`config.mk`:
```
export PLATFORM = sky130hd
export DESIGN_NAME = wwdc_top
export DESIGN_NICKNAME = d
export VERILOG_FILES = /design/src/design/wwdc_tick_div.v /design/src/design/wwdc_top.v
export VERILOG_INCLUDE_DIRS = /design/src /design/src/design
export SDC_FILE = /design/constraint.sdc
export NUM_CORES = 1
export LEC_CHECK = 0
export BUFFER_PORTS_ARGS = -buffer_cell sky130_fd_sc_hd__buf_4
export CAP_MARGIN = 20
export CORE_ASPECT_RATIO = 0.8
export CORE_MARGIN = 1
export CORE_UTILIZATION = 51
export CTS_BUF_LIST = sky130_fd_sc_hd__clkbuf_8
export CTS_CLUSTER_DIAMETER = 60
export DETAILED_ROUTE_END_ITERATION = 6
export GPL_TIMING_DRIVEN = 0
export HOLD_SLACK_MARGIN = 0.06
export PLACE_DENSITY = 0.86
export SLEW_MARGIN = 15
export SYNTH_ARGS = -nofsm -noshare
export SYNTH_HDL_FRONTEND = slang
export SYNTH_HIERARCHICAL = 1
export SYNTH_SLANG_ARGS = --single-unit
```
`constraint.sdc`:
```
create_clock -name mclk -period 2.4 [get_ports mclk]
set_input_delay 0.12 -clock mclk [delete_from_list [all_inputs] [get_ports mclk]]
set_output_delay 0.12 -clock mclk [all_outputs]
set_load 0.03 [all_outputs]
```
`src/design/wwdc_defines.vh`:
```
// Purpose: Shared constants of the windowed watchdog countdown block
// Assumes: Included by its bare name from every design file that needs it
// Notes:   Definitions only; no logic lives here
`ifndef WWDC_DEFINES_VH
`define WWDC_DEFINES_VH

////////////////////////////////////////////////////////////////////////////
// Register map
`define WWDC_ADDR_W          16
`define WWDC_CTRL_ADDR       16'h002a
`define WWDC_CTRL_RESET      8'h7f
`define WWDC_UNMAPPED_DATA   8'h00

////////////////////////////////////////////////////////////////////////////
// Field positions of the control register
`define WWDC_ACTIVATE_BIT    7
`define WWDC_COUNT_MSB       6
`define WWDC_COUNT_LSB       0
`define WWDC_COUNT_W         7

////////////////////////////////////////////////////////////////////////////
// Expiry: counter steps from this value to the one below it
`define WWDC_EXPIRE_FROM     7'h40

////////////////////////////////////////////////////////////////////////////
// Timing counts, in clock cycles
`define WWDC_TICK_CYCLES     16384
`define WWDC_DLY_SHORT       256
`define WWDC_DLY_LONG        4096
`define WWDC_DLY_W           13

////////////////////////////////////////////////////////////////////////////
// Mode states
`define WWDC_ST_W            2
`define WWDC_ST_RUN          2'h0
`define WWDC_ST_AHALT        2'h1
`define WWDC_ST_HALT         2'h2
`define WWDC_ST_WAIT         2'h3

`endif

```
`src/design/wwdc_tick_div.v`:
```
// Purpose: Divider giving a one-cycle tick every DIV enabled clocks
// Assumes: Single clock mclk, synchronous active-high reset
// Notes:   Count freezes while enable is low, so halt keeps the phase
`timescale 1ns/1ps
`default_nettype none

module wwdc_tick_div #(
    parameter DIV = 16384
) (
    input  wire mclk,
    input  wire rst,
    input  wire enable,
    output wire tick
);

    localparam W = (DIV > 1) ? $clog2(DIV) : 1;
    // Integer forms, cut to the counter width on purpose below
    localparam integer LAST_I = DIV - 1;
    localparam integer ONE_I  = 1;
    localparam [W-1:0] LAST = LAST_I[W-1:0];
    localparam [W-1:0] ONE  = ONE_I[W-1:0];
    localparam [W-1:0] ZERO = {W{1'b0}};

    reg  [W-1:0] cnt_reg;
    reg  [W-1:0] cnt_next;

    ////////////////////////////////////////////////////////////////////////
    // Next count; wraps at the end of each period
    always @* begin
        cnt_next = cnt_reg;
        if (enable) begin
            if (cnt_reg == LAST) begin
                cnt_next = ZERO;
            end else begin
                cnt_next = cnt_reg + ONE;
            end
        end
    end

    // Count register
    always @(posedge mclk) begin
        if (rst) begin
            cnt_reg <= ZERO;
        end else begin
            cnt_reg <= cnt_next;
        end
    end

    // Tick on the last cycle of a period, only while running
    assign tick = enable && (cnt_reg == LAST);

endmodule

`default_nettype wire

```
`src/design/wwdc_top.v`:
```
// Purpose: Countdown watchdog with halt-mode handling and one control reg
// Assumes: oscillator_clock and cpu_clock both equal mclk (25 MHz);
//          halt, wake and option inputs come from logic on mclk, except
//          the hardware watchdog option strap, which is synchronised
// Notes:   Expiry only raises a one-cycle reset request; the system reset
//          itself returns on rst and reinitialises the block
//
// Overview of operation
// - Software may set the activate bit; only reset clears it.
// - Watchdog resets happen only while activate or the option strap is one.
// - Seven-bit countdown in bits 6:0 decrements every 16384 clocks.
// - When enabled, stepping 40h to 3Fh requests a system reset.
// - Reset loads the control register with 7Fh.
// - Hardware option keeps the watchdog always active.
// - Active-halt with rtc irq enable freezes count, never resets.
// - From active-halt, oscillator or external interrupt resumes counting at once.
// - After reset, counting resumes only after 256 clocks.
// - Control register sits at 002Ah: activate bit 7, count 6:0.
// - Full halt without option: no reset, one decrement, then stop.
// - External wake from full halt resumes after 256 or 4096 clocks.
// - Halt without rtc irq enable, while enabled with option set, gives reset, not halt.
`timescale 1ns/1ps
`default_nettype none
`include "wwdc_defines.vh"

module wwdc_top #(
    parameter TICK_CYCLES = `WWDC_TICK_CYCLES
) (
    input  wire                     mclk,
    input  wire                     rst,
    // Register port
    input  wire [`WWDC_ADDR_W-1:0]  bus_addr,
    input  wire [7:0]               bus_wdata,
    input  wire                     bus_wr,
    input  wire                     bus_rd,
    output wire [7:0]               bus_rdata,
    // Factory option strap, asynchronous to mclk
    input  wire                     hw_watchdog_option,
    // Halt control from the core and clock controller
    input  wire                     halt_reset_option,
    input  wire                     rtc_irq_enable,
    input  wire                     halt_exec,
    input  wire                     osc_irq,
    input  wire                     ext_irq,
    input  wire                     long_delay_sel,
    // Results
    output wire                     wdg_reset_req,
    output wire                     halt_active,
    output wire                     active_halt,
    output wire                     counting
);

    ////////////////////////////////////////////////////////////////////////
    // Constants at the widths they meet
    localparam [7:0]  CTRL_RESET  = `WWDC_CTRL_RESET;
    localparam [6:0]  EXPIRE_FROM = `WWDC_EXPIRE_FROM;
    localparam [6:0]  CNT_ONE     = 7'h01;
    localparam integer DLY_SHORT_I = `WWDC_DLY_SHORT - 1;
    localparam integer DLY_LONG_I  = `WWDC_DLY_LONG - 1;
    localparam [`WWDC_DLY_W-1:0] DLY_ZERO = {`WWDC_DLY_W{1'b0}};
    localparam [`WWDC_DLY_W-1:0] DLY_ONE  = {{(`WWDC_DLY_W-1){1'b0}}, 1'b1};
    localparam [`WWDC_DLY_W-1:0] DLY_SHORT_LAST =
        DLY_SHORT_I[`WWDC_DLY_W-1:0];
    localparam [`WWDC_DLY_W-1:0] DLY_LONG_LAST  =
        DLY_LONG_I[`WWDC_DLY_W-1:0];

    ////////////////////////////////////////////////////////////////////////
    // Last count of the restart delay for the chosen length
    function [`WWDC_DLY_W-1:0] dly_last;
        input long_sel;
        begin
            dly_last = long_sel ? DLY_LONG_LAST : DLY_SHORT_LAST;
        end
    endfunction

    // True when one decrement of this count would expire the watchdog
    function expires;
        input [6:0] count;
        begin
            expires = (count == EXPIRE_FROM);
        end
    endfunction

    ////////////////////////////////////////////////////////////////////////
    // Declarations
    reg                     opt_meta_reg;
    reg                     opt_sync_reg;
    reg                     activate_reg;
    reg                     activate_next;
    reg  [6:0]              count_reg;
    reg  [6:0]              count_next;
    reg  [`WWDC_ST_W-1:0]   state_reg;
    reg  [`WWDC_ST_W-1:0]   state_next;
    reg  [`WWDC_DLY_W-1:0]  dly_reg;
    reg  [`WWDC_DLY_W-1:0]  dly_next;
    reg                     dly_long_reg;
    reg                     dly_long_next;
    reg                     rst_req_reg;
    reg                     rst_req_next;
    reg  [7:0]              rdata_reg;
    reg  [7:0]              rdata_next;

    wire                    ctrl_hit;
    wire                    ctrl_wr;
    wire                    enabled;
    wire                    run_state;
    wire                    tick;

    ////////////////////////////////////////////////////////////////////////
    // Strap synchroniser; only the second stage is read by logic
    always @(posedge mclk) begin
        if (rst) begin
            opt_meta_reg <= 1'b0;
            opt_sync_reg <= 1'b0;
        end else begin
            opt_meta_reg <= hw_watchdog_option;
            opt_sync_reg <= opt_meta_reg;
        end
    end

    ////////////////////////////////////////////////////////////////////////
    // Address decode of the single control register
    assign ctrl_hit = (bus_addr == `WWDC_CTRL_ADDR);
    assign ctrl_wr  = bus_wr && ctrl_hit;

    // Option strap overrides the activate bit
    assign enabled = activate_reg || opt_sync_reg;

    // Count only while running; halts and restart delay freeze it
    assign run_state = (state_reg == `WWDC_ST_RUN);

    ////////////////////////////////////////////////////////////////////////
    // Step enable; divider phase is kept across halts
    wwdc_tick_div #(
        .DIV    (TICK_CYCLES)
    ) u_tick_div (
        .mclk   (mclk),
        .rst    (rst),
        .enable (run_state),
        .tick   (tick)
    );

    ////////////////////////////////////////////////////////////////////////
    // Activate bit: write of one sets, write of zero is ignored
    always @* begin
        activate_next = activate_reg;
        if (ctrl_wr && bus_wdata[`WWDC_ACTIVATE_BIT]) begin
            activate_next = 1'b1;
        end
    end

    ////////////////////////////////////////////////////////////////////////
    // Mode machine, countdown and expiry request
    always @* begin
        state_next    = state_reg;
        count_next    = count_reg;
        dly_next      = dly_reg;
        dly_long_next = dly_long_reg;
        rst_req_next  = 1'b0;
        case (state_reg)
            `WWDC_ST_RUN: begin
                if (halt_exec) begin
                    if (rtc_irq_enable) begin
                        // Active-halt: frozen, no reset in any option
                        state_next = `WWDC_ST_AHALT;
                    end else if (enabled && halt_reset_option) begin
                        // Halt refused; reset requested instead
                        rst_req_next = 1'b1;
                    end else begin
                        // Full halt: one decrement, with no reset
                        count_next = count_reg - CNT_ONE;
                        state_next = `WWDC_ST_HALT;
                    end
                end else if (tick) begin
                    count_next = count_reg - CNT_ONE;
                    if (enabled && expires(count_reg)) begin
                        rst_req_next = 1'b1;
                    end
                end
            end
            `WWDC_ST_AHALT: begin
                // Wake without any start-up delay
                if (osc_irq || ext_irq) begin
                    state_next = `WWDC_ST_RUN;
                end
            end
            `WWDC_ST_HALT: begin
                // Only an external interrupt leaves full halt
                if (ext_irq) begin
                    state_next    = `WWDC_ST_WAIT;
                    dly_next      = DLY_ZERO;
                    dly_long_next = long_delay_sel;
                end
            end
            `WWDC_ST_WAIT: begin
                // Restart delay length latched at entry
                if (dly_reg == dly_last(dly_long_reg)) begin
                    state_next = `WWDC_ST_RUN;
                    dly_next   = DLY_ZERO;
                end else begin
                    dly_next = dly_reg + DLY_ONE;
                end
            end
            default: begin
                state_next = `WWDC_ST_WAIT;
                dly_next   = DLY_ZERO;
            end
        endcase
        // Software reload wins over a step in the same cycle
        if (ctrl_wr) begin
            count_next = bus_wdata[`WWDC_COUNT_MSB:`WWDC_COUNT_LSB];
        end
    end

    ////////////////////////////////////////////////////////////////////////
    // Control state; reset enters the restart delay
    always @(posedge mclk) begin
        if (rst) begin
            activate_reg <= CTRL_RESET[`WWDC_ACTIVATE_BIT];
            count_reg    <= CTRL_RESET[`WWDC_COUNT_MSB:`WWDC_COUNT_LSB];
            state_reg    <= `WWDC_ST_WAIT;
            dly_reg      <= DLY_ZERO;
            dly_long_reg <= 1'b0;
            rst_req_reg  <= 1'b0;
        end else begin
            activate_reg <= activate_next;
            count_reg    <= count_next;
            state_reg    <= state_next;
            dly_reg      <= dly_next;
            dly_long_reg <= dly_long_next;
            rst_req_reg  <= rst_req_next;
        end
    end

    ////////////////////////////////////////////////////////////////////////
    // Read data: registered, valid only in the cycle after the strobe
    always @* begin
        rdata_next = `WWDC_UNMAPPED_DATA;
        if (bus_rd && ctrl_hit) begin
            rdata_next = {activate_reg, count_reg};
        end
    end

    always @(posedge mclk) begin
        if (rst) begin
            rdata_reg <= `WWDC_UNMAPPED_DATA;
        end else begin
            rdata_reg <= rdata_next;
        end
    end

    ////////////////////////////////////////////////////////////////////////
    // Outputs; no interrupt line exists on this block
    assign bus_rdata     = rdata_reg;
    assign wdg_reset_req = rst_req_reg;
    assign halt_active   = (state_reg == `WWDC_ST_AHALT) ||
                           (state_reg == `WWDC_ST_HALT);
    assign active_halt   = (state_reg == `WWDC_ST_AHALT);
    assign counting      = run_state;

endmodule

`default_nettype wire

```
* After elaboration in Yosys (flattened, before gate mapping)
Index checks and enable logic that the tools add are counted.
Word-level totals: flip-flop bits (word level) 49, input port bits 35, output and inout port bits 12, logic and storage cells 71
Operators by class: add/sub/neg operators 3, equality and inequality tests 14, muxes and demuxes 23, bitwise logic cells 2, reductions and logical operators 19
Operator list (count):
- 2-to-1 mux 7 bit | 6
- 2-to-1 mux 13 bit | 2
- one-hot mux 13 bit (2 select lines) | 1
- equality test 16 x 6 -> 1 bit (second input constant) | 1
- adder 14 x 1 -> 14 bit (second input constant) | 1
- equality test 14 bit (second input constant) | 1
- 2-to-1 mux 14 bit | 1
- adder 13 x 1 -> 13 bit (second input constant) | 1
- equality test 13 x 12 -> 1 bit | 1
- 2-to-1 mux 12 bit | 1
- 2-to-1 mux 2 bit | 6
- one-hot mux 2 bit (4 select lines) | 1
- equality test 7 bit (second input constant) | 1
- subtractor 7 x 1 -> 7 bit (second input constant) | 1
- logical AND 1 bit | 6
- inequality test 2 bit (second input constant) | 3
- inequality test 3 bit (second input constant) | 2
- 2-to-1 mux 1 bit | 5
- AND reduction 5 bit | 1
- equality test 2 bit (second input constant) | 2
- AND reduction 2 bit | 2
- AND reduction 4 bit | 1
- nonzero test 2 bit | 2
- OR reduction 2 bit | 2
- 7 further kinds | 10

* Longest topological paths before layout
Gate-level depths: netlist of run 1.
depth after elaboration 7, depth in mapped cells 10, mapped depth without buffers 9

* By module
Netlist of run 1, hierarchy kept.
By module, submodules not included:
- wwdc_top | instances 1, cells an instance 183, area an instance 1690.4 sq um, sequential area each 700.7 sq um
- wwdc_tick_div | instances 1, cells an instance 78, area an instance 658.1 sq um, sequential area each 280.3 sq um

* Least setup slack after synthesis of run 1
Ideal clock, no wire load.
kind register to register, from register state_reg[0], to register count_reg[4], setup time 121 ps, arrival time 2407 ps, data required time 2279 ps, setup slack -128 ps, stages on the path, launching flop included 11, cells stage by stage dfxtp_1 inv_1 ha_1 clkbuf_2 nand3_1 or3_4 nor2_1 o211ai_2 nor4_1 xnor2_1 a21oi_1
Between the ends: cells in the longest elaborated chain, start to end 4, elaborated cells between the ends (all ways) 5
Ends and longest elaborated chain:
- from (decl) | line wwdc_top.v:92 | reg [`WWDC_ST_W-1:0] state_reg;
- from (signal assigned) | line wwdc_top.v:221 | state_reg <= `WWDC_ST_WAIT;
- from (signal assigned) | line wwdc_top.v:228 | state_reg <= state_next;
- zero test 2 bit
- net counting | line wwdc_top.v:50 | output wire counting
- logical AND 1 bit | line wwdc_tick_div.v:50 | assign tick = enable && (cnt_reg == LAST);
- net tick | line wwdc_top.v:107 | wire tick;
- nonzero test 3 bit (no source line)
- AND reduction 4 bit (no source line)
- to (signal assigned) | line wwdc_top.v:220 | count_reg <= CTRL_RESET[`WWDC_COUNT_MSB:`WWDC_COUNT_LSB];
- to (signal assigned) | line wwdc_top.v:227 | count_reg <= count_next;
- to (decl) | line wwdc_top.v:90 | reg [6:0] count_reg;
The timed path passes the listed nets, and every way through them passes these cells. A chain may end at the register's enable or synchronous reset.

* Worst setup path after layout of run 1
from register state_reg[0], to register count_reg[3]
Between the ends: cells in the longest elaborated chain, start to end 4, elaborated cells between the ends (all ways) 5
Ends and longest elaborated chain (line):
- zero test 2 bit
- logical AND 1 bit | wwdc_tick_div.v:50
- net tick | wwdc_top.v:107
- nonzero test 3 bit (no source line)
- AND reduction 4 bit (no source line)
The timed path passes the listed nets, and every way through them passes these cells.

==> flow_summary.html, run 1 <==
<table>
<tr><th>Metric</th><th>Value</th></tr>
<tr><th colspan="2">Status</th></tr>
<tr><td>Status</td><td>complete, no violations</td></tr>
<tr><th colspan="2">Clock network</th></tr>
<tr><td>Clk root buf</td><td>sky130_fd_sc_hd__clkbuf_8</td></tr>
<tr><td>Clock edge transition at the registers on the reported setup and hold paths</td><td>0.09 ns</td></tr>
<tr><td>H-tree levels</td><td>2</td></tr>
<tr><td>Clk sink count</td><td>49</td></tr>
<tr><td>CTS max path bufs</td><td>2</td></tr>
<tr><td>TritonCTS clock tree</td><td>done</td></tr>
<tr><td>Inserted Clock Buffers</td><td>5</td></tr>
<tr><td>Clock latency of the later-clocked register in the worst-skew pair</td><td>0.31 ns</td></tr>
<tr><th colspan="2">Floorplan</th></tr>
<tr><td>Area enclosed by the die boundary</td><td>4880 sq um</td></tr>
<tr><td>Vertical die dimension</td><td>62.7 um</td></tr>
<tr><td>Chip Width</td><td>77.9 um</td></tr>
<tr><td>Cell Rows</td><td>21</td></tr>
<tr><td>Ports placed on the boundary</td><td>47</td></tr>
<tr><td>Initial core utilization</td><td>54.5%</td></tr>
<tr><td>Core box area</td><td>4310 sq um</td></tr>
<tr><th colspan="2">Route</th></tr>
<tr><td>Via density per instance</td><td>5.53</td></tr>
<tr><td>Residual antenna-violating net count after detailed routing</td><td>0</td></tr>
<tr><td>Detailed-route DRC error count</td><td>0</td></tr>
<tr><td>Drt first pass iters</td><td>5</td></tr>
<tr><td>Count of vias placed by the detailed router</td><td>2,086</td></tr>
<tr><td>Initial DRC Count</td><td>168</td></tr>
<tr><td>Detail-routed net length per standard cell</td><td>15.2 um</td></tr>
<tr><td>Final Routed Wirelength</td><td>5.73 mm</td></tr>
<tr><th colspan="2">Min path</th></tr>
<tr><td>Hold Crit Endpoint</td><td>count_reg[6]$_SDFFE_PP1P_</td></tr>
<tr><td>Worst hold path depth</td><td>3</td></tr>
<tr><td>Launch instance of the worst min-delay path</td><td>bus_wdata[6]</td></tr>
<tr><td>Class of the tightest hold or removal check</td><td>primary input to flop</td></tr>
<tr><th colspan="2">Finish</th></tr>
<tr><td>Max FFs per register</td><td>14</td></tr>
<tr><td>Net count of the finished layout</td><td>363</td></tr>
<tr><td>Top library cells by usage in the layout, fill and taps aside</td><td>49 x sky130_fd_sc_hd__buf_4, 49 x sky130_fd_sc_hd__dfxtp_1, 38 x sky130_fd_sc_hd__nor2_1</td></tr>
<tr><td>ANT cells</td><td>0</td></tr>
<tr><td>Number of fillers in the final layout</td><td>328</td></tr>
<tr><td>Layout area overhead</td><td>25.6%</td></tr>
<tr><td>Proportion of layout cells with a drive suffix above 1</td><td>23.8%</td></tr>
<tr><td>Fin util</td><td>68.5%</td></tr>
<tr><td>Final Instance Count excl. Fillers</td><td>377</td></tr>
<tr><th colspan="2">Critical path</th></tr>
<tr><td>Kind of capture point of the worst setup path</td><td>flop</td></tr>
<tr><td>Crit path kind</td><td>flop to flop</td></tr>
<tr><td>Largest delay share family, worst path</td><td>simple AND/OR/NAND/NOR gates</td></tr>
<tr><td>CP Data Arrival Time</td><td>2.55 ns</td></tr>
<tr><td>Internal reg-to-reg setup slack</td><td>0.08 ns</td></tr>
<tr><td>CP Data Required Time</td><td>2.63 ns</td></tr>
<tr><td>Worst path buffer plus inverter count</td><td>2</td></tr>
<tr><td>Element type at the critical path start</td><td>flop</td></tr>
<tr><td>Reg2Reg Capture Point</td><td>count_reg[3]$_SDFFE_PP1P_</td></tr>
<tr><td>Cell type of the slowest stage on the worst timing path</td><td>sky130_fd_sc_hd__or3_4</td></tr>
<tr><td>Cells traversed along the worst timing path</td><td>inv_2, ha_4, clkbuf_4, nand3_1, or3_4, nor2_4, o211ai_4, o31a_1, a31oi_1</td></tr>
<tr><td>Worst Reg-to-Reg Cells</td><td>9</td></tr>
<tr><td>Max FO, Critical Path</td><td>8</td></tr>
<tr><td>Startpoint of the lowest-slack register-to-register path</td><td>state_reg[0]$_SDFFE_PP1P_</td></tr>
<tr><td>Max incr delay on CP</td><td>0.40 ns</td></tr>
<tr><th colspan="2">Timing</th></tr>
<tr><td>Headroom to the max-slew limit</td><td>66.3%</td></tr>
<tr><td>Slew at the pin closest to its max-slew limit</td><td>0.503 ns</td></tr>
<tr><td>Worst-case hold slack</td><td>0.0581 ns</td></tr>
<tr><td>Final Worst Setup Slack</td><td>0.0831 ns</td></tr>
<tr><td>Final Max Slew Viols</td><td>0</td></tr>
<tr><td>Setup Skew</td><td>0.00625 ns</td></tr>
<tr><td>Count of endpoints failing hold in the final timing report</td><td>0</td></tr>
<tr><td>Min Tclk post-route</td><td>2.32 ns</td></tr>
<tr><td>Count of final setup violators</td><td>0</td></tr>
<tr><td>Final cycle utilization of the critical path</td><td>96.5%</td></tr>
<tr><td>Peak clock frequency supported by timing</td><td>432 MHz</td></tr>
<tr><th colspan="2">Synth</th></tr>
<tr><td>Xor and xnor area share after synthesis</td><td>10.4%</td></tr>
<tr><td>Synth Warn #</td><td>6</td></tr>
<tr><td>Number of distinct standard cells referenced by the synthesized netlist</td><td>45</td></tr>
<tr><td>Fraction of the mapped netlist area in adder cells</td><td>4.79%</td></tr>
<tr><td>Summed instance area of the synthesized netlist</td><td>2350 sq um</td></tr>
<tr><td>Avg Inst Size Synth</td><td>9.00 sq um</td></tr>
<tr><td>Sequential share of the synthesized area</td><td>41.8%</td></tr>
<tr><td>Fraction of registers with async set or reset after synthesis</td><td>0%</td></tr>
<tr><td>Share of the synthesized area in compound gates (AO/OA/AOI/OAI)</td><td>9.96%</td></tr>
<tr><td>Syn Nets</td><td>305</td></tr>
<tr><td>Number of flops mapped to enable cells by yosys</td><td>0</td></tr>
<tr><td>Dominant combinational cell family by area after synthesis</td><td>simple AND/OR/NAND/NOR gates</td></tr>
<tr><td>Mux cell area share after synthesis</td><td>2.34%</td></tr>
<tr><td>Number of register bits inferred by synthesis</td><td>49</td></tr>
<tr><td>Dominant register cell in the synthesized netlist</td><td>sky130_fd_sc_hd__dfxtp_1</td></tr>
<tr><td>Synthesized-area fraction occupied by and/or/nand/nor cells</td><td>28.6%</td></tr>
<tr><td>Count of mapped cells out of synthesis</td><td>261</td></tr>
<tr><th colspan="2">Placement</th></tr>
<tr><td>Number of buffers added on ports</td><td>46</td></tr>
<tr><td>Detailed-placement wirelength estimate</td><td>4.01 mm</td></tr>
<tr><td>DP Worst Slack</td><td>-0.266 ns</td></tr>
<tr><td>RePlAce Congestion</td><td>0.814</td></tr>
<tr><td>Cell Count Post-Placement</td><td>364</td></tr>
<tr><th colspan="2">Power and ir drop</th></tr>
<tr><td>Leakage</td><td>1.18 nW</td></tr>
<tr><td>Fraction of power spent switching nets</td><td>33.3%</td></tr>
<tr><td>Internal Pwr Total</td><td>1.34 mW</td></tr>
<tr><td>Clock network fraction of total power</td><td>23.3%</td></tr>
<tr><td>Pwr per Cell Area</td><td>681 nW/um^2</td></tr>
<tr><td>Maximum ir drop on the vdd rail</td><td>0.773 mV</td></tr>
<tr><td>Comb pwr share</td><td>32.0%</td></tr>
<tr><td>NetSw</td><td>0.669 mW</td></tr>
<tr><td>Sequential fraction of design power</td><td>44.7%</td></tr>
<tr><th colspan="2">Global routing</th></tr>
<tr><td>Vias in the first global route</td><td>2,008</td></tr>
<tr><td>Global route overflow</td><td>0</td></tr>
<tr><td>Global router's overall resource usage</td><td>24.2%</td></tr>
<tr><td>Largest net degree at the start of global routing</td><td>15</td></tr>
<tr><td>First-pass GRT wire length</td><td>9.15 mm</td></tr>
<tr><td>Antenna violations before repair</td><td>0</td></tr>
<tr><th colspan="2">Run</th></tr>
<tr><td>Max_cap viols</td><td>0</td></tr>
</table>
==> final cells by class <==
type	instances	area [sq um]	share of cell area (%)
inverter	9	33.8	1.15
tap	57	71.3	2.42
timing repair buffer	51	390	13.2
buffer	3	18.8	0.636
multi-input combinational	200	1370	46.5
clock inverter	3	13.8	0.466
clock buffer	5	68.8	2.33
sequential	49	981	33.2
==> logic make-up (layout without fill, tap and decap cells) <==
kind of cell	count (synthesis)	count (layout)
buf+inv	12	71
fa+ha+maj	9	9
compound gates	31	31
simple gates	127	127
xor+xnor	28	28
flops	49	49
mux	5	5
==> cell usage after synthesis (2+ instances only) <==
library cell	n	area share (%)
sky130_fd_sc_hd__xnor2_1	16	6.0
sky130_fd_sc_hd__o211ai_2	2	1.1
sky130_fd_sc_hd__nand2_1	21	3.4
sky130_fd_sc_hd__mux2i_1	4	1.7
sky130_fd_sc_hd__and2_1	10	2.7
sky130_fd_sc_hd__xor2_1	12	4.5
sky130_fd_sc_hd__nor2_1	39	6.2
sky130_fd_sc_hd__o2111ai_1	2	0.75
sky130_fd_sc_hd__ha_1	9	4.8
sky130_fd_sc_hd__o21ai_0	8	1.7
sky130_fd_sc_hd__dfxtp_1	49	42
sky130_fd_sc_hd__inv_1	9	1.4
sky130_fd_sc_hd__a21oi_1	9	1.9
sky130_fd_sc_hd__nor3_1	12	2.6
sky130_fd_sc_hd__nand3b_1	2	0.64
sky130_fd_sc_hd__nand4_1	8	2.1
sky130_fd_sc_hd__and4_1	3	1.1
sky130_fd_sc_hd__nor4_1	10	2.7
sky130_fd_sc_hd__nor2b_1	2	0.53
sky130_fd_sc_hd__nand3_1	9	1.9
==> worst register-to-register path, cell delays in order, from the launching register on <==
cell and delay, ns:
sky130_fd_sc_hd__dfxtp_1 0.37, sky130_fd_sc_hd__inv_2 0.12, sky130_fd_sc_hd__ha_4 0.20, sky130_fd_sc_hd__clkbuf_4 0.20, sky130_fd_sc_hd__nand3_1 0.13, sky130_fd_sc_hd__or3_4 0.40
sky130_fd_sc_hd__nor2_4 0.17, sky130_fd_sc_hd__o211ai_4 0.15, sky130_fd_sc_hd__o31a_1 0.32, sky130_fd_sc_hd__a31oi_1 0.19
==> routing by layer <==
metal	GRT usage, %	share of wire, %
met1	31.3	43
met2	37.3	47
met3	8.03	8.2
met4	8.96	1.3
met5	0	0
==> stage by stage <==
stage,instance area [sq um],TNS (ns),power [mW]
2_1_floorplan,2350,0,1.32
3_3_place_gp,2770,-0.385,1.46
3_5_place_dp,2770,-0.700,1.49
4_1_cts,2920,0,1.98
5_1_grt,2950,-0.0132,2.10
6_report,2950,0,2.01
==> worst max-delay path by stage <==
stage,startpoint,end,slack (ns),depth (start not counted)
3_5_place_dp,state_reg[0]$_SDFFE_PP1P_,count_reg[5]$_SDFFE_PP1P_,-0.27,10
5_1_grt,state_reg[0]$_SDFFE_PP1P_,count_reg[2]$_SDFFE_PP1P_,-0.01,10
2_1_floorplan,state_reg[0]$_SDFFE_PP1P_,count_reg[4]$_SDFFE_PP1P_,0.0007,10
3_3_place_gp,state_reg[1]$_SDFFE_PP1P_,count_reg[5]$_SDFFE_PP1P_,-0.18,10
6_report,state_reg[0]$_SDFFE_PP1P_,count_reg[3]$_SDFFE_PP1P_,0.08,9
4_1_cts,state_reg[1]$_SDFFE_PP1P_,count_reg[5]$_SDFFE_PP1P_,0.03,10
==> repair_timing <==
item                                   in CTS  in global routing
hold buffers                                3                  0
resized for setup                           7                  5
pin swaps                                   2                  0
endpoints found under the hold margin       3                  0
setup endpoints to repair                   7                  8
setup buffers                               0                  2
==> power by group through the flow <==
stage / clock, mW / combinational (mW) / sequential [mW]
after floorplan: 0 / 0.423 / 0.902
after global placement: 0 / 0.557 / 0.907
after detailed placement: 0 / 0.573 / 0.912
after CTS: 0.478 / 0.602 / 0.896
after global routing: 0.516 / 0.685 / 0.905
final: 0.469 / 0.643 / 0.897
Power figures use the tool's default switching activity.
==> inputs of run 2 (changes only) <==
- ABC_AREA: unset -> 1
- CORE_UTILIZATION: 51 -> 52
==> run 2 against run 1 <==
Compared with the run above: via count increased by 23%; final cell count increased by 37%; worst setup slack improved by 0.22 ns; global-route usage decreased by 2.6 points; non-clock buffer count decreased by 1; clock power increased by 31%; critical path type unchanged.
==> flow_summary.html, run 2 <==
<table>
<tr><th>Metric</th><th>Value</th></tr>
<tr><th colspan="2">Floorplan</th></tr>
<tr><td>Vertical die dimension</td><td>67.0 um (+6.8%)</td></tr>
<tr><td>Ports placed on the boundary</td><td>47 (unchanged)</td></tr>
<tr><td>Chip Width</td><td>83.2 um (+6.9%)</td></tr>
<tr><td>Core box area</td><td>5040 sq um (+17%)</td></tr>
<tr><td>Initial core utilization</td><td>54.5% (about the same)</td></tr>
<tr><td>Cell Rows</td><td>23 (+9.5%)</td></tr>
<tr><td>Area enclosed by the die boundary</td><td>5570 sq um (+14%)</td></tr>
<tr><th colspan="2">Clock network</th></tr>
<tr><td>TritonCTS clock tree</td><td>done</td></tr>
<tr><td>Clk root buf</td><td>sky130_fd_sc_hd__clkbuf_8</td></tr>
<tr><td>Clock latency of the later-clocked register in the worst-skew pair</td><td>0.31 ns (about the same)</td></tr>
<tr><td>Clock edge transition at the registers on the reported setup and hold paths</td><td>0.09 ns (about the same)</td></tr>
<tr><td>Buffer count from post-CTS setup fixing</td><td>0 (unchanged)</td></tr>
<tr><td>CTS max path bufs</td><td>2 (unchanged)</td></tr>
<tr><td>H-tree levels</td><td>2 (unchanged)</td></tr>
<tr><td>Clk sink count</td><td>49 (unchanged)</td></tr>
<tr><td>Inserted Clock Buffers</td><td>5 (unchanged)</td></tr>
<tr><th colspan="2">Synth</th></tr>
<tr><td>Number of flops mapped to enable cells by yosys</td><td>0 (unchanged)</td></tr>
<tr><td>Fraction of registers with async set or reset after synthesis</td><td>0% (unchanged)</td></tr>
<tr><td>Top post-synthesis cells by area</td><td>sky130_fd_sc_hd__dfxtp_1 36%, sky130_fd_sc_hd__nand2_1 13%, sky130_fd_sc_hd__nor2_1 8.2%</td></tr>
<tr><td>Summed instance area of the synthesized netlist</td><td>2740 sq um (+17%)</td></tr>
<tr><td>Most frequent cells after synthesis</td><td>95 x sky130_fd_sc_hd__nand2_1, 60 x sky130_fd_sc_hd__nor2_1, 49 x sky130_fd_sc_hd__dfxtp_1</td></tr>
<tr><td>Sequential share of the synthesized area</td><td>35.8% (-6.0 points)</td></tr>
<tr><td>Dominant register cell in the synthesized netlist</td><td>sky130_fd_sc_hd__dfxtp_1</td></tr>
<tr><td>Count of mapped cells out of synthesis</td><td>397 (+52%)</td></tr>
<tr><td>Area fraction of the dominant cell type after synthesis</td><td>35.8% (-6.0 points)</td></tr>
<tr><td>Number of register bits inferred by synthesis</td><td>49 (unchanged)</td></tr>
<tr><td>Cell type with the highest aggregate area in the netlist</td><td>sky130_fd_sc_hd__dfxtp_1</td></tr>
<tr><td>Most frequent cell after synthesis</td><td>sky130_fd_sc_hd__nand2_1</td></tr>
<tr><td>Avg Inst Size Synth</td><td>6.91 sq um (-23%)</td></tr>
<tr><td>Synth Warn #</td><td>6 (unchanged)</td></tr>
<tr><td>Syn Nets</td><td>441 (+45%)</td></tr>
<tr><td>Number of distinct standard cells referenced by the synthesized netlist</td><td>29 (-36%)</td></tr>
<tr><th colspan="2">Min path</th></tr>
<tr><td>Launch instance of the worst min-delay path</td><td>bus_wdata[0]</td></tr>
<tr><td>Worst hold path depth</td><td>5 (+2)</td></tr>
<tr><td>Class of the tightest hold or removal check</td><td>primary input to flop</td></tr>
<tr><th colspan="2">Timing</th></tr>
<tr><td>Min Tclk post-route</td><td>2.10 ns (-0.217 ns)</td></tr>
<tr><td>Slew at the pin closest to its max-slew limit</td><td>0.510 ns (+0.00669 ns)</td></tr>
<tr><td>Final Worst Setup Slack</td><td>0.300 ns (+0.217 ns)</td></tr>
<tr><td>RSZ-0062 raised after global routing</td><td>no</td></tr>
<tr><td>Setup TNS after final layout</td><td>0 ns (unchanged)</td></tr>
<tr><td>Count of endpoints failing hold in the final timing report</td><td>0 (unchanged)</td></tr>
<tr><td>Count of final setup violators</td><td>0 (unchanged)</td></tr>
<tr><td>Final cycle utilization of the critical path</td><td>87.5% (-9.0 points)</td></tr>
<tr><td>Setup Skew</td><td>0.0113 ns (+0.00507 ns)</td></tr>
<tr><td>Headroom to the max-slew limit</td><td>66.0% (-0.30 points)</td></tr>
<tr><td>Peak clock frequency supported by timing</td><td>476 MHz (+10%)</td></tr>
<tr><td>Final Max Slew Viols</td><td>0 (unchanged)</td></tr>
<tr><th colspan="2">Global routing</th></tr>
<tr><td>Antenna violations before repair</td><td>0 (unchanged)</td></tr>
<tr><td>Vias in the first global route</td><td>2,286 (+14%)</td></tr>
<tr><td>Global route overflow</td><td>0 (unchanged)</td></tr>
<tr><td>First-pass GRT wire length</td><td>9.72 mm (+6.2%)</td></tr>
<tr><td>Largest net degree at the start of global routing</td><td>16 (+1)</td></tr>
<tr><td>Global router's overall resource usage</td><td>21.6% (-2.6 points)</td></tr>
<tr><th colspan="2">Route</th></tr>
<tr><td>Via density per instance</td><td>5.00 (-9.7%)</td></tr>
<tr><td>Final Routed Wirelength</td><td>5.68 mm (-0.94%)</td></tr>
<tr><td>Detail-routed net length per standard cell</td><td>11.0 um (-27%)</td></tr>
<tr><td>Count of vias placed by the detailed router</td><td>2,573 (+23%)</td></tr>
<tr><td>Detailed-route DRC error count</td><td>0 (unchanged)</td></tr>
<tr><td>Residual antenna-violating net count after detailed routing</td><td>0 (unchanged)</td></tr>
<tr><td>Initial DRC Count</td><td>115 (-32%)</td></tr>
<tr><td>Drt first pass iters</td><td>4 (-1)</td></tr>
<tr><th colspan="2">Finish</th></tr>
<tr><td>ANT cells</td><td>0 (unchanged)</td></tr>
<tr><td>Max FFs per register</td><td>14 (unchanged)</td></tr>
<tr><td>Net count of the finished layout</td><td>496 (+37%)</td></tr>
<tr><td>Layout area overhead</td><td>20.8%</td></tr>
<tr><td>Most common cell after layout, fill and taps aside</td><td>sky130_fd_sc_hd__nand2_1</td></tr>
<tr><td>Top library cells by usage in the layout, fill and taps aside</td><td>94 x sky130_fd_sc_hd__nand2_1, 60 x sky130_fd_sc_hd__nor2_1, 49 x sky130_fd_sc_hd__dfxtp_1</td></tr>
<tr><td>Proportion of layout cells with a drive suffix above 1</td><td>21.9% (-1.9 points)</td></tr>
<tr><th colspan="2">Power and ir drop</th></tr>
<tr><td>Leakage</td><td>1.53 nW (+30%)</td></tr>
<tr><td>Pwr per Cell Area</td><td>668 nW/um^2 (-1.8%)</td></tr>
<tr><td>Maximum ir drop on the vdd rail</td><td>0.686 mV (-11%)</td></tr>
<tr><th colspan="2">Critical path</th></tr>
<tr><td>Max FO, Critical Path</td><td>9 (+1)</td></tr>
<tr><td>Startpoint of the lowest-slack register-to-register path</td><td>state_reg[0]$_SDFFE_PP1P_</td></tr>
<tr><td>Max incr delay on CP</td><td>0.36 ns (-0.04 ns)</td></tr>
<tr><td>Kind of capture point of the worst setup path</td><td>flop</td></tr>
<tr><td>Largest delay share family, worst path</td><td>simple AND/OR/NAND/NOR gates</td></tr>
<tr><td>Critical Path Start</td><td>state_reg[0]$_SDFFE_PP1P_</td></tr>
<tr><td>Crit path kind</td><td>flop to flop</td></tr>
<tr><td>Cells traversed along the worst timing path</td><td>inv_1, ha_2, nand2_2, nor2_4, nand3_4, nor2_4, o21ai_0, inv_1, nand2_1, nand2_2, nand2_1, nand3_1</td></tr>
<tr><td>Cell type of the slowest stage on the worst timing path</td><td>sky130_fd_sc_hd__dfxtp_1</td></tr>
<tr><td>Worst path buffer plus inverter count</td><td>2 (unchanged)</td></tr>
<tr><td>CP Data Arrival Time</td><td>2.34 ns (-0.21 ns)</td></tr>
<tr><td>Crit path depth</td><td>12 (+3)</td></tr>
<tr><td>Element type at the critical path start</td><td>flop</td></tr>
<tr><td>Worst Reg-to-Reg Cells</td><td>12 (+3)</td></tr>
<tr><td>CP Data Required Time</td><td>2.64 ns (about the same)</td></tr>
<tr><th colspan="2">Placement</th></tr>
<tr><td>RePlAce Congestion</td><td>0.868 (+6.7%)</td></tr>
<tr><td>Number of buffers added on ports</td><td>45 (-2.2%)</td></tr>
<tr><td>DP Worst Slack</td><td>0.188 ns (+0.454 ns)</td></tr>
<tr><td>Detailed-placement wirelength estimate</td><td>4.45 mm (+11%)</td></tr>
<tr><th colspan="2">Run</th></tr>
<tr><td>Max_cap viols</td><td>0 (unchanged)</td></tr>
<tr><th colspan="2">Status</th></tr>
<tr><td>Status</td><td>complete, no violations</td></tr>
</table>
[run 2: changes by cell type in the layout (fill, tap and decap cells not counted), moves of 13 or more]
cell / previous run / this run
sky130_fd_sc_hd__xnor2_1: 16 / 3
sky130_fd_sc_hd__nand3_1: 9 / 36
sky130_fd_sc_hd__nor2_2: 0 / 20
sky130_fd_sc_hd__inv_1: 8 / 47
sky130_fd_sc_hd__nor2_1: 38 / 60
sky130_fd_sc_hd__nand2_1: 21 / 94
[run 2: cell type report]
cell class / count / area (sq um)
Clock inverter: 2 / 37.5
Fill cell: 443 / 1720
Tap cell: 62 / 77.6
Sequential cell: 49 / 981
Inverter: 51 / 196
Buffer: 5 / 40.0
Multi-Input combinational cell: 292 / 1530
Clock buffer: 6 / 82.6
Timing Repair Buffer: 48 / 368
[run 2: metrics by stage]
stage / util [%] / hold slack, ns / cell area (sq um) / total power [mW] / instances
2_1_floorplan: - / 0.189 / 2740 / 1.43 / 397
3_3_place_gp: 62.7 / 0.347 / 3160 / 1.58 / 504
3_5_place_dp: 62.7 / 0.353 / 3160 / 1.61 / 504
4_1_cts: 65.7 / 0.0881 / 3310 / 2.22 / 515
5_1_grt: 65.8 / 0.107 / 3310 / 2.33 / 515
6_report: 65.8 / 0.0904 / 3310 / 2.22 / 515
[run 2: where the power goes]
group | internal (mW) | switching (mW) | total (mW)
Combinational | 0.266 | 0.429 | 0.696
Clock | 0.339 | 0.274 | 0.613
Sequential | 0.861 | 0.0462 | 0.907
Total | 1.47 | 0.750 | 2.22
[run 2: metal layers]
layer / wire (um) / vias up / global-route usage (%)
met5: 0 / - / 0
met4: 83 / 0 / 7.11
met3: 302 / 9 / 4.09
met2: 2550 / 81 / 36.9
met1: 2740 / 1128 / 27.5
li1: - / 1355 / -
[run 2: kinds of logic after synthesis]
family	Yosys count	synth area share (%)
XOR/XNOR	17	5.43
buffers and inverters	56	8.62
adder cells (fa/ha/maj)	9	4.10
AND/OR/NAND/NOR	246	42.0
flip-flops	49	35.8
multiplexers	1	0.365
AO/OA/AOI/OAI	19	3.78
[run 2: worst min-delay path, delay by kind of cell]
| kind | cells | cell delay, ns |
|---|---|---|
| buffers and inverters | 2 | 0.11 |
| and+or+nand+nor | 3 | 0.14 |
[run 2: final timing paths]
kind                               end  slack [ns]
min reg2reg    opt_sync_reg$_SDFF_PP0_        0.47
min          count_reg[0]$_SDFFE_PP1P_        0.09
max reg2reg  count_reg[6]$_SDFFE_PP1P_        0.30
max          count_reg[6]$_SDFFE_PP1P_        0.30
[run 2: repair_timing]
action / CTS / global route
hold buffers: 3 / 0
hold endpoints to repair: 5 / 0
setup endpoints to repair: 0 / 6
gates resized for setup: 0 / 2
==> inputs of run 3 (changes only) <==
- BUFFER_PORTS_ARGS: -buffer_cell sky130_fd_sc_hd__buf_4 -> -buffer_cell sky130_fd_sc_hd__buf_2
==> run 3 against run 2 <==
Compared with the run above: highest routed layer unchanged; sequential share of layout area is 1.2 points higher; sequential cell count stayed put; fmax is 2.1% lower; global-route usage is 0.19 points lower; combinational power is 5.5% lower; via count is 2.1% lower; total power is 2.0% lower; non-clock buffer count is 1 lower; clock power is 1% lower; clock skew is 0.0014 ns lower; core utilization is 2.5 points lower.
==> flow_summary.html, run 3 (same netlist as run 2, synthesis figures left out) <==
<table>
<tr><th>Metric</th><th>Value</th></tr>
<tr><th colspan="2">Power and ir drop</th></tr>
<tr><td>Fraction of power spent switching nets</td><td>34.0% (+0.12 points)</td></tr>
<tr><td>Internal Pwr Total</td><td>1.43 mW (-2.2%)</td></tr>
<tr><td>Comb pwr share</td><td>30.3% (-1.1 points)</td></tr>
<tr><td>Sequential fraction of design power</td><td>41.8% (+0.9 points)</td></tr>
<tr><td>NetSw</td><td>0.737 mW (-1.7%)</td></tr>
<tr><td>Leakage</td><td>1.49 nW (-2.3%)</td></tr>
<tr><td>Pwr per Cell Area</td><td>681 nW/um^2 (+1.8%)</td></tr>
<tr><td>Maximum ir drop on the vdd rail</td><td>0.765 mV (+12%)</td></tr>
<tr><td>Clock network fraction of total power</td><td>27.9% (+0.2 points)</td></tr>
<tr><th colspan="2">Clock network</th></tr>
<tr><td>H-tree levels</td><td>2 (unchanged)</td></tr>
<tr><td>Clock latency of the later-clocked register in the worst-skew pair</td><td>0.31 ns (about the same)</td></tr>
<tr><td>Clk sink count</td><td>49 (unchanged)</td></tr>
<tr><td>Clock edge transition at the registers on the reported setup and hold paths</td><td>0.09 ns (about the same)</td></tr>
<tr><td>Inserted Clock Buffers</td><td>5 (unchanged)</td></tr>
<tr><td>Clk root buf</td><td>sky130_fd_sc_hd__clkbuf_8</td></tr>
<tr><td>TritonCTS clock tree</td><td>done</td></tr>
<tr><td>CTS max path bufs</td><td>2 (unchanged)</td></tr>
<tr><th colspan="2">Finish</th></tr>
<tr><td>Reg area</td><td>981 sq um (unchanged)</td></tr>
<tr><td>Proportion of layout cells with a drive suffix above 1</td><td>21.7% (-0.17 points)</td></tr>
<tr><td>Number of fillers in the final layout</td><td>450 (+1.6%)</td></tr>
<tr><td>Layout area overhead</td><td>16.2%</td></tr>
<tr><td>ANT cells</td><td>0 (unchanged)</td></tr>
<tr><td>Most common cell after layout, fill and taps aside</td><td>sky130_fd_sc_hd__nand2_1</td></tr>
<tr><td>Area taken by multi-input logic gates</td><td>1530 sq um (-0.16%)</td></tr>
<tr><td>Max FFs per register</td><td>14 (unchanged)</td></tr>
<tr><td>Net count of the finished layout</td><td>495 (-0.20%)</td></tr>
<tr><td>Top library cells by usage in the layout, fill and taps aside</td><td>95 x sky130_fd_sc_hd__nand2_1, 60 x sky130_fd_sc_hd__nor2_1, 49 x sky130_fd_sc_hd__dfxtp_1</td></tr>
<tr><th colspan="2">Timing</th></tr>
<tr><td>Final Worst Setup Slack</td><td>0.255 ns (-0.0454 ns)</td></tr>
<tr><td>Final Max Slew Viols</td><td>0 (unchanged)</td></tr>
<tr><td>Slew at the pin closest to its max-slew limit</td><td>0.483 ns (-0.0267 ns)</td></tr>
<tr><td>Setup TNS after final layout</td><td>0 ns (unchanged)</td></tr>
<tr><td>Setup Skew</td><td>0.00989 ns (-0.00143 ns)</td></tr>
<tr><td>Headroom to the max-slew limit</td><td>67.8% (+1.8 points)</td></tr>
<tr><td>Final cycle utilization of the critical path</td><td>89.4% (+1.9 points)</td></tr>
<tr><td>Min Tclk post-route</td><td>2.15 ns (+0.0454 ns)</td></tr>
<tr><td>Count of endpoints failing hold in the final timing report</td><td>0 (unchanged)</td></tr>
<tr><td>Peak clock frequency supported by timing</td><td>466 MHz (-2.1%)</td></tr>
<tr><td>Count of final setup violators</td><td>0 (unchanged)</td></tr>
<tr><td>RSZ-0062 raised after global routing</td><td>no</td></tr>
<tr><th colspan="2">Min path</th></tr>
<tr><td>Class of the tightest hold or removal check</td><td>primary input to flop</td></tr>
<tr><td>Worst hold path depth</td><td>3 (-2)</td></tr>
<tr><td>Launch instance of the worst min-delay path</td><td>long_delay_sel</td></tr>
<tr><td>Hold Crit Endpoint</td><td>dly_long_reg$_SDFFE_PP0P_</td></tr>
<tr><th colspan="2">Floorplan</th></tr>
<tr><td>Ports placed on the boundary</td><td>47 (unchanged)</td></tr>
<tr><td>Initial core utilization</td><td>54.5% (unchanged)</td></tr>
<tr><td>Core box area</td><td>5040 sq um (unchanged)</td></tr>
<tr><td>Chip Width</td><td>83.2 um (unchanged)</td></tr>
<tr><td>Vertical die dimension</td><td>67.0 um (unchanged)</td></tr>
<tr><td>Cell Rows</td><td>23 (unchanged)</td></tr>
<tr><td>Area enclosed by the die boundary</td><td>5570 sq um (unchanged)</td></tr>
<tr><th colspan="2">Critical path</th></tr>
<tr><td>Startpoint of the lowest-slack register-to-register path</td><td>state_reg[0]$_SDFFE_PP1P_</td></tr>
<tr><td>Crit path depth</td><td>12 (unchanged)</td></tr>
<tr><td>Kind of capture point of the worst setup path</td><td>flop</td></tr>
<tr><td>Max FO, Critical Path</td><td>9 (unchanged)</td></tr>
<tr><td>Internal reg-to-reg setup slack</td><td>0.25 ns (-0.05 ns)</td></tr>
<tr><td>Worst Reg-to-Reg Cells</td><td>12 (unchanged)</td></tr>
<tr><td>Reg2Reg Capture Point</td><td>count_reg[1]$_SDFFE_PP1P_</td></tr>
<tr><td>Worst path buffer plus inverter count</td><td>2 (unchanged)</td></tr>
<tr><td>Element type at the critical path start</td><td>flop</td></tr>
<tr><td>Cell type of the slowest stage on the worst timing path</td><td>sky130_fd_sc_hd__dfxtp_1</td></tr>
<tr><td>Crit path kind</td><td>flop to flop</td></tr>
<tr><td>CP Data Required Time</td><td>2.65 ns (about the same)</td></tr>
<tr><td>CP Data Arrival Time</td><td>2.39 ns (+0.05 ns)</td></tr>
<tr><td>Largest delay share family, worst path</td><td>simple AND/OR/NAND/NOR gates</td></tr>
<tr><td>Cells traversed along the worst timing path</td><td>inv_1, ha_2, nand2_2, nor2_4, nand3_4, nor2_4, o21ai_0, inv_1, nand2_1, nand2_1, nand3_1, nand3_1</td></tr>
<tr><td>Max incr delay on CP</td><td>0.35 ns (about the same)</td></tr>
<tr><th colspan="2">Placement</th></tr>
<tr><td>RePlAce Congestion</td><td>0.873 (+0.51%)</td></tr>
<tr><td>DP Worst Slack</td><td>0.206 ns (+0.0176 ns)</td></tr>
<tr><td>Number of buffers added on ports</td><td>45 (unchanged)</td></tr>
<tr><td>Detailed-placement wirelength estimate</td><td>4.33 mm (-2.7%)</td></tr>
<tr><th colspan="2">Route</th></tr>
<tr><td>Initial DRC Count</td><td>97 (-16%)</td></tr>
<tr><td>Final Routed Wirelength</td><td>5.56 mm (-2.0%)</td></tr>
<tr><td>Detailed-route DRC error count</td><td>0 (unchanged)</td></tr>
<tr><td>Detail-routed net length per standard cell</td><td>10.8 um (-1.8%)</td></tr>
<tr><td>Count of vias placed by the detailed router</td><td>2,519 (-2.1%)</td></tr>
<tr><td>Via density per instance</td><td>4.90 (-1.9%)</td></tr>
<tr><td>Drt first pass iters</td><td>4 (unchanged)</td></tr>
<tr><td>Residual antenna-violating net count after detailed routing</td><td>0 (unchanged)</td></tr>
<tr><th colspan="2">Global routing</th></tr>
<tr><td>Vias in the first global route</td><td>2,308 (+0.96%)</td></tr>
<tr><td>Global route overflow</td><td>0 (unchanged)</td></tr>
<tr><td>Largest net degree at the start of global routing</td><td>16 (unchanged)</td></tr>
<tr><td>Antenna violations before repair</td><td>0 (unchanged)</td></tr>
<tr><td>Global router's overall resource usage</td><td>21.4% (-0.19 points)</td></tr>
<tr><td>First-pass GRT wire length</td><td>9.63 mm (-0.93%)</td></tr>
<tr><th colspan="2">Run</th></tr>
<tr><td>Max_cap viols</td><td>0 (unchanged)</td></tr>
<tr><th colspan="2">Status</th></tr>
<tr><td>Status</td><td>complete, no violations</td></tr>
</table>
-- run 3: cell count changes in the layout (fill, tap and decap cells not counted), sizes merged --
cell	change
dlygate4sd3	-1
-- run 3: timing repair --
item | 4_1_cts | 5_1_grt
hold buffers | 2 | 0
gates resized for setup | 0 | 1
buffers inserted | 0 | 0
setup endpoints to repair | 0 | 6
hold endpoints to repair | 2 | 0
-- run 3: power by group through the flow --
stage | clock network [mW] | registers [mW] | logic, mW
finish | 0.605 | 0.907 | 0.658
global route | 0.655 | 0.914 | 0.736
CTS | 0.621 | 0.906 | 0.657
detailed placement | 0 | 0.924 | 0.648
global placement | 0 | 0.921 | 0.627
floorplan | 0 | 0.914 | 0.520
-- run 3: final cells by class --
type                            instances  share of cell area (%)
Buffer                                  5                    1.26
Multi-Input combinational cell        292                    47.9
Clock inverter                          2                    1.18
Inverter                               51                    6.16
Timing Repair Buffer                   47                    7.69
Clock buffer                            6                    2.59
Tap cell                               62                    2.43
Sequential cell                        49                    30.8
-- run 3: how the worst max path moves through the flow --
stage,start,to,slack [ns]
3_3_place_gp,state_reg[0]$_SDFFE_PP1P_,count_reg[1]$_SDFFE_PP1P_,0.24
2_1_floorplan,state_reg[0]$_SDFFE_PP1P_,count_reg[1]$_SDFFE_PP1P_,0.31
3_5_place_dp,state_reg[0]$_SDFFE_PP1P_,count_reg[1]$_SDFFE_PP1P_,0.21
6_report,state_reg[0]$_SDFFE_PP1P_,count_reg[1]$_SDFFE_PP1P_,0.25
4_1_cts,state_reg[0]$_SDFFE_PP1P_,count_reg[1]$_SDFFE_PP1P_,0.17
5_1_grt,state_reg[0]$_SDFFE_PP1P_,count_reg[1]$_SDFFE_PP1P_,0.03
-- run 3: per-layer routing --
metal	vias to the layer above	track usage (%)	share of wire [%]
met1	1094	27.8	49
met5	-	0	0
li1	1354	-	-
met2	65	36.0	45
met4	0	6.03	1.1
met3	6	4.46	4.9
-- run 3: stage by stage --
step / instance area, sq um / hold WS, ns / utilization [%] / std cells / power (mW)
2_1_floorplan: 2740 / 0.189 / - / 397 / 1.43
5_1_grt: 3190 / 0.0861 / 63.3 / 514 / 2.30
4_1_cts: 3190 / 0.0777 / 63.3 / 514 / 2.18
3_5_place_dp: 3050 / 0.349 / 60.5 / 504 / 1.57
6_report: 3190 / 0.0804 / 63.3 / 514 / 2.17
3_3_place_gp: 3050 / 0.349 / 60.5 / 504 / 1.55
-- run 3: worst register-to-register path, stage by stage (launching register included) --
cell and delay [ns]:
sky130_fd_sc_hd__dfxtp_1 0.35, sky130_fd_sc_hd__inv_1 0.12, sky130_fd_sc_hd__ha_2 0.29, sky130_fd_sc_hd__nand2_2 0.11, sky130_fd_sc_hd__nor2_4 0.16, sky130_fd_sc_hd__nand3_4 0.12
sky130_fd_sc_hd__nor2_4 0.13, sky130_fd_sc_hd__o21ai_0 0.10, sky130_fd_sc_hd__inv_1 0.09, sky130_fd_sc_hd__nand2_1 0.20, sky130_fd_sc_hd__nand2_1 0.24, sky130_fd_sc_hd__nand3_1 0.10
sky130_fd_sc_hd__nand3_1 0.07
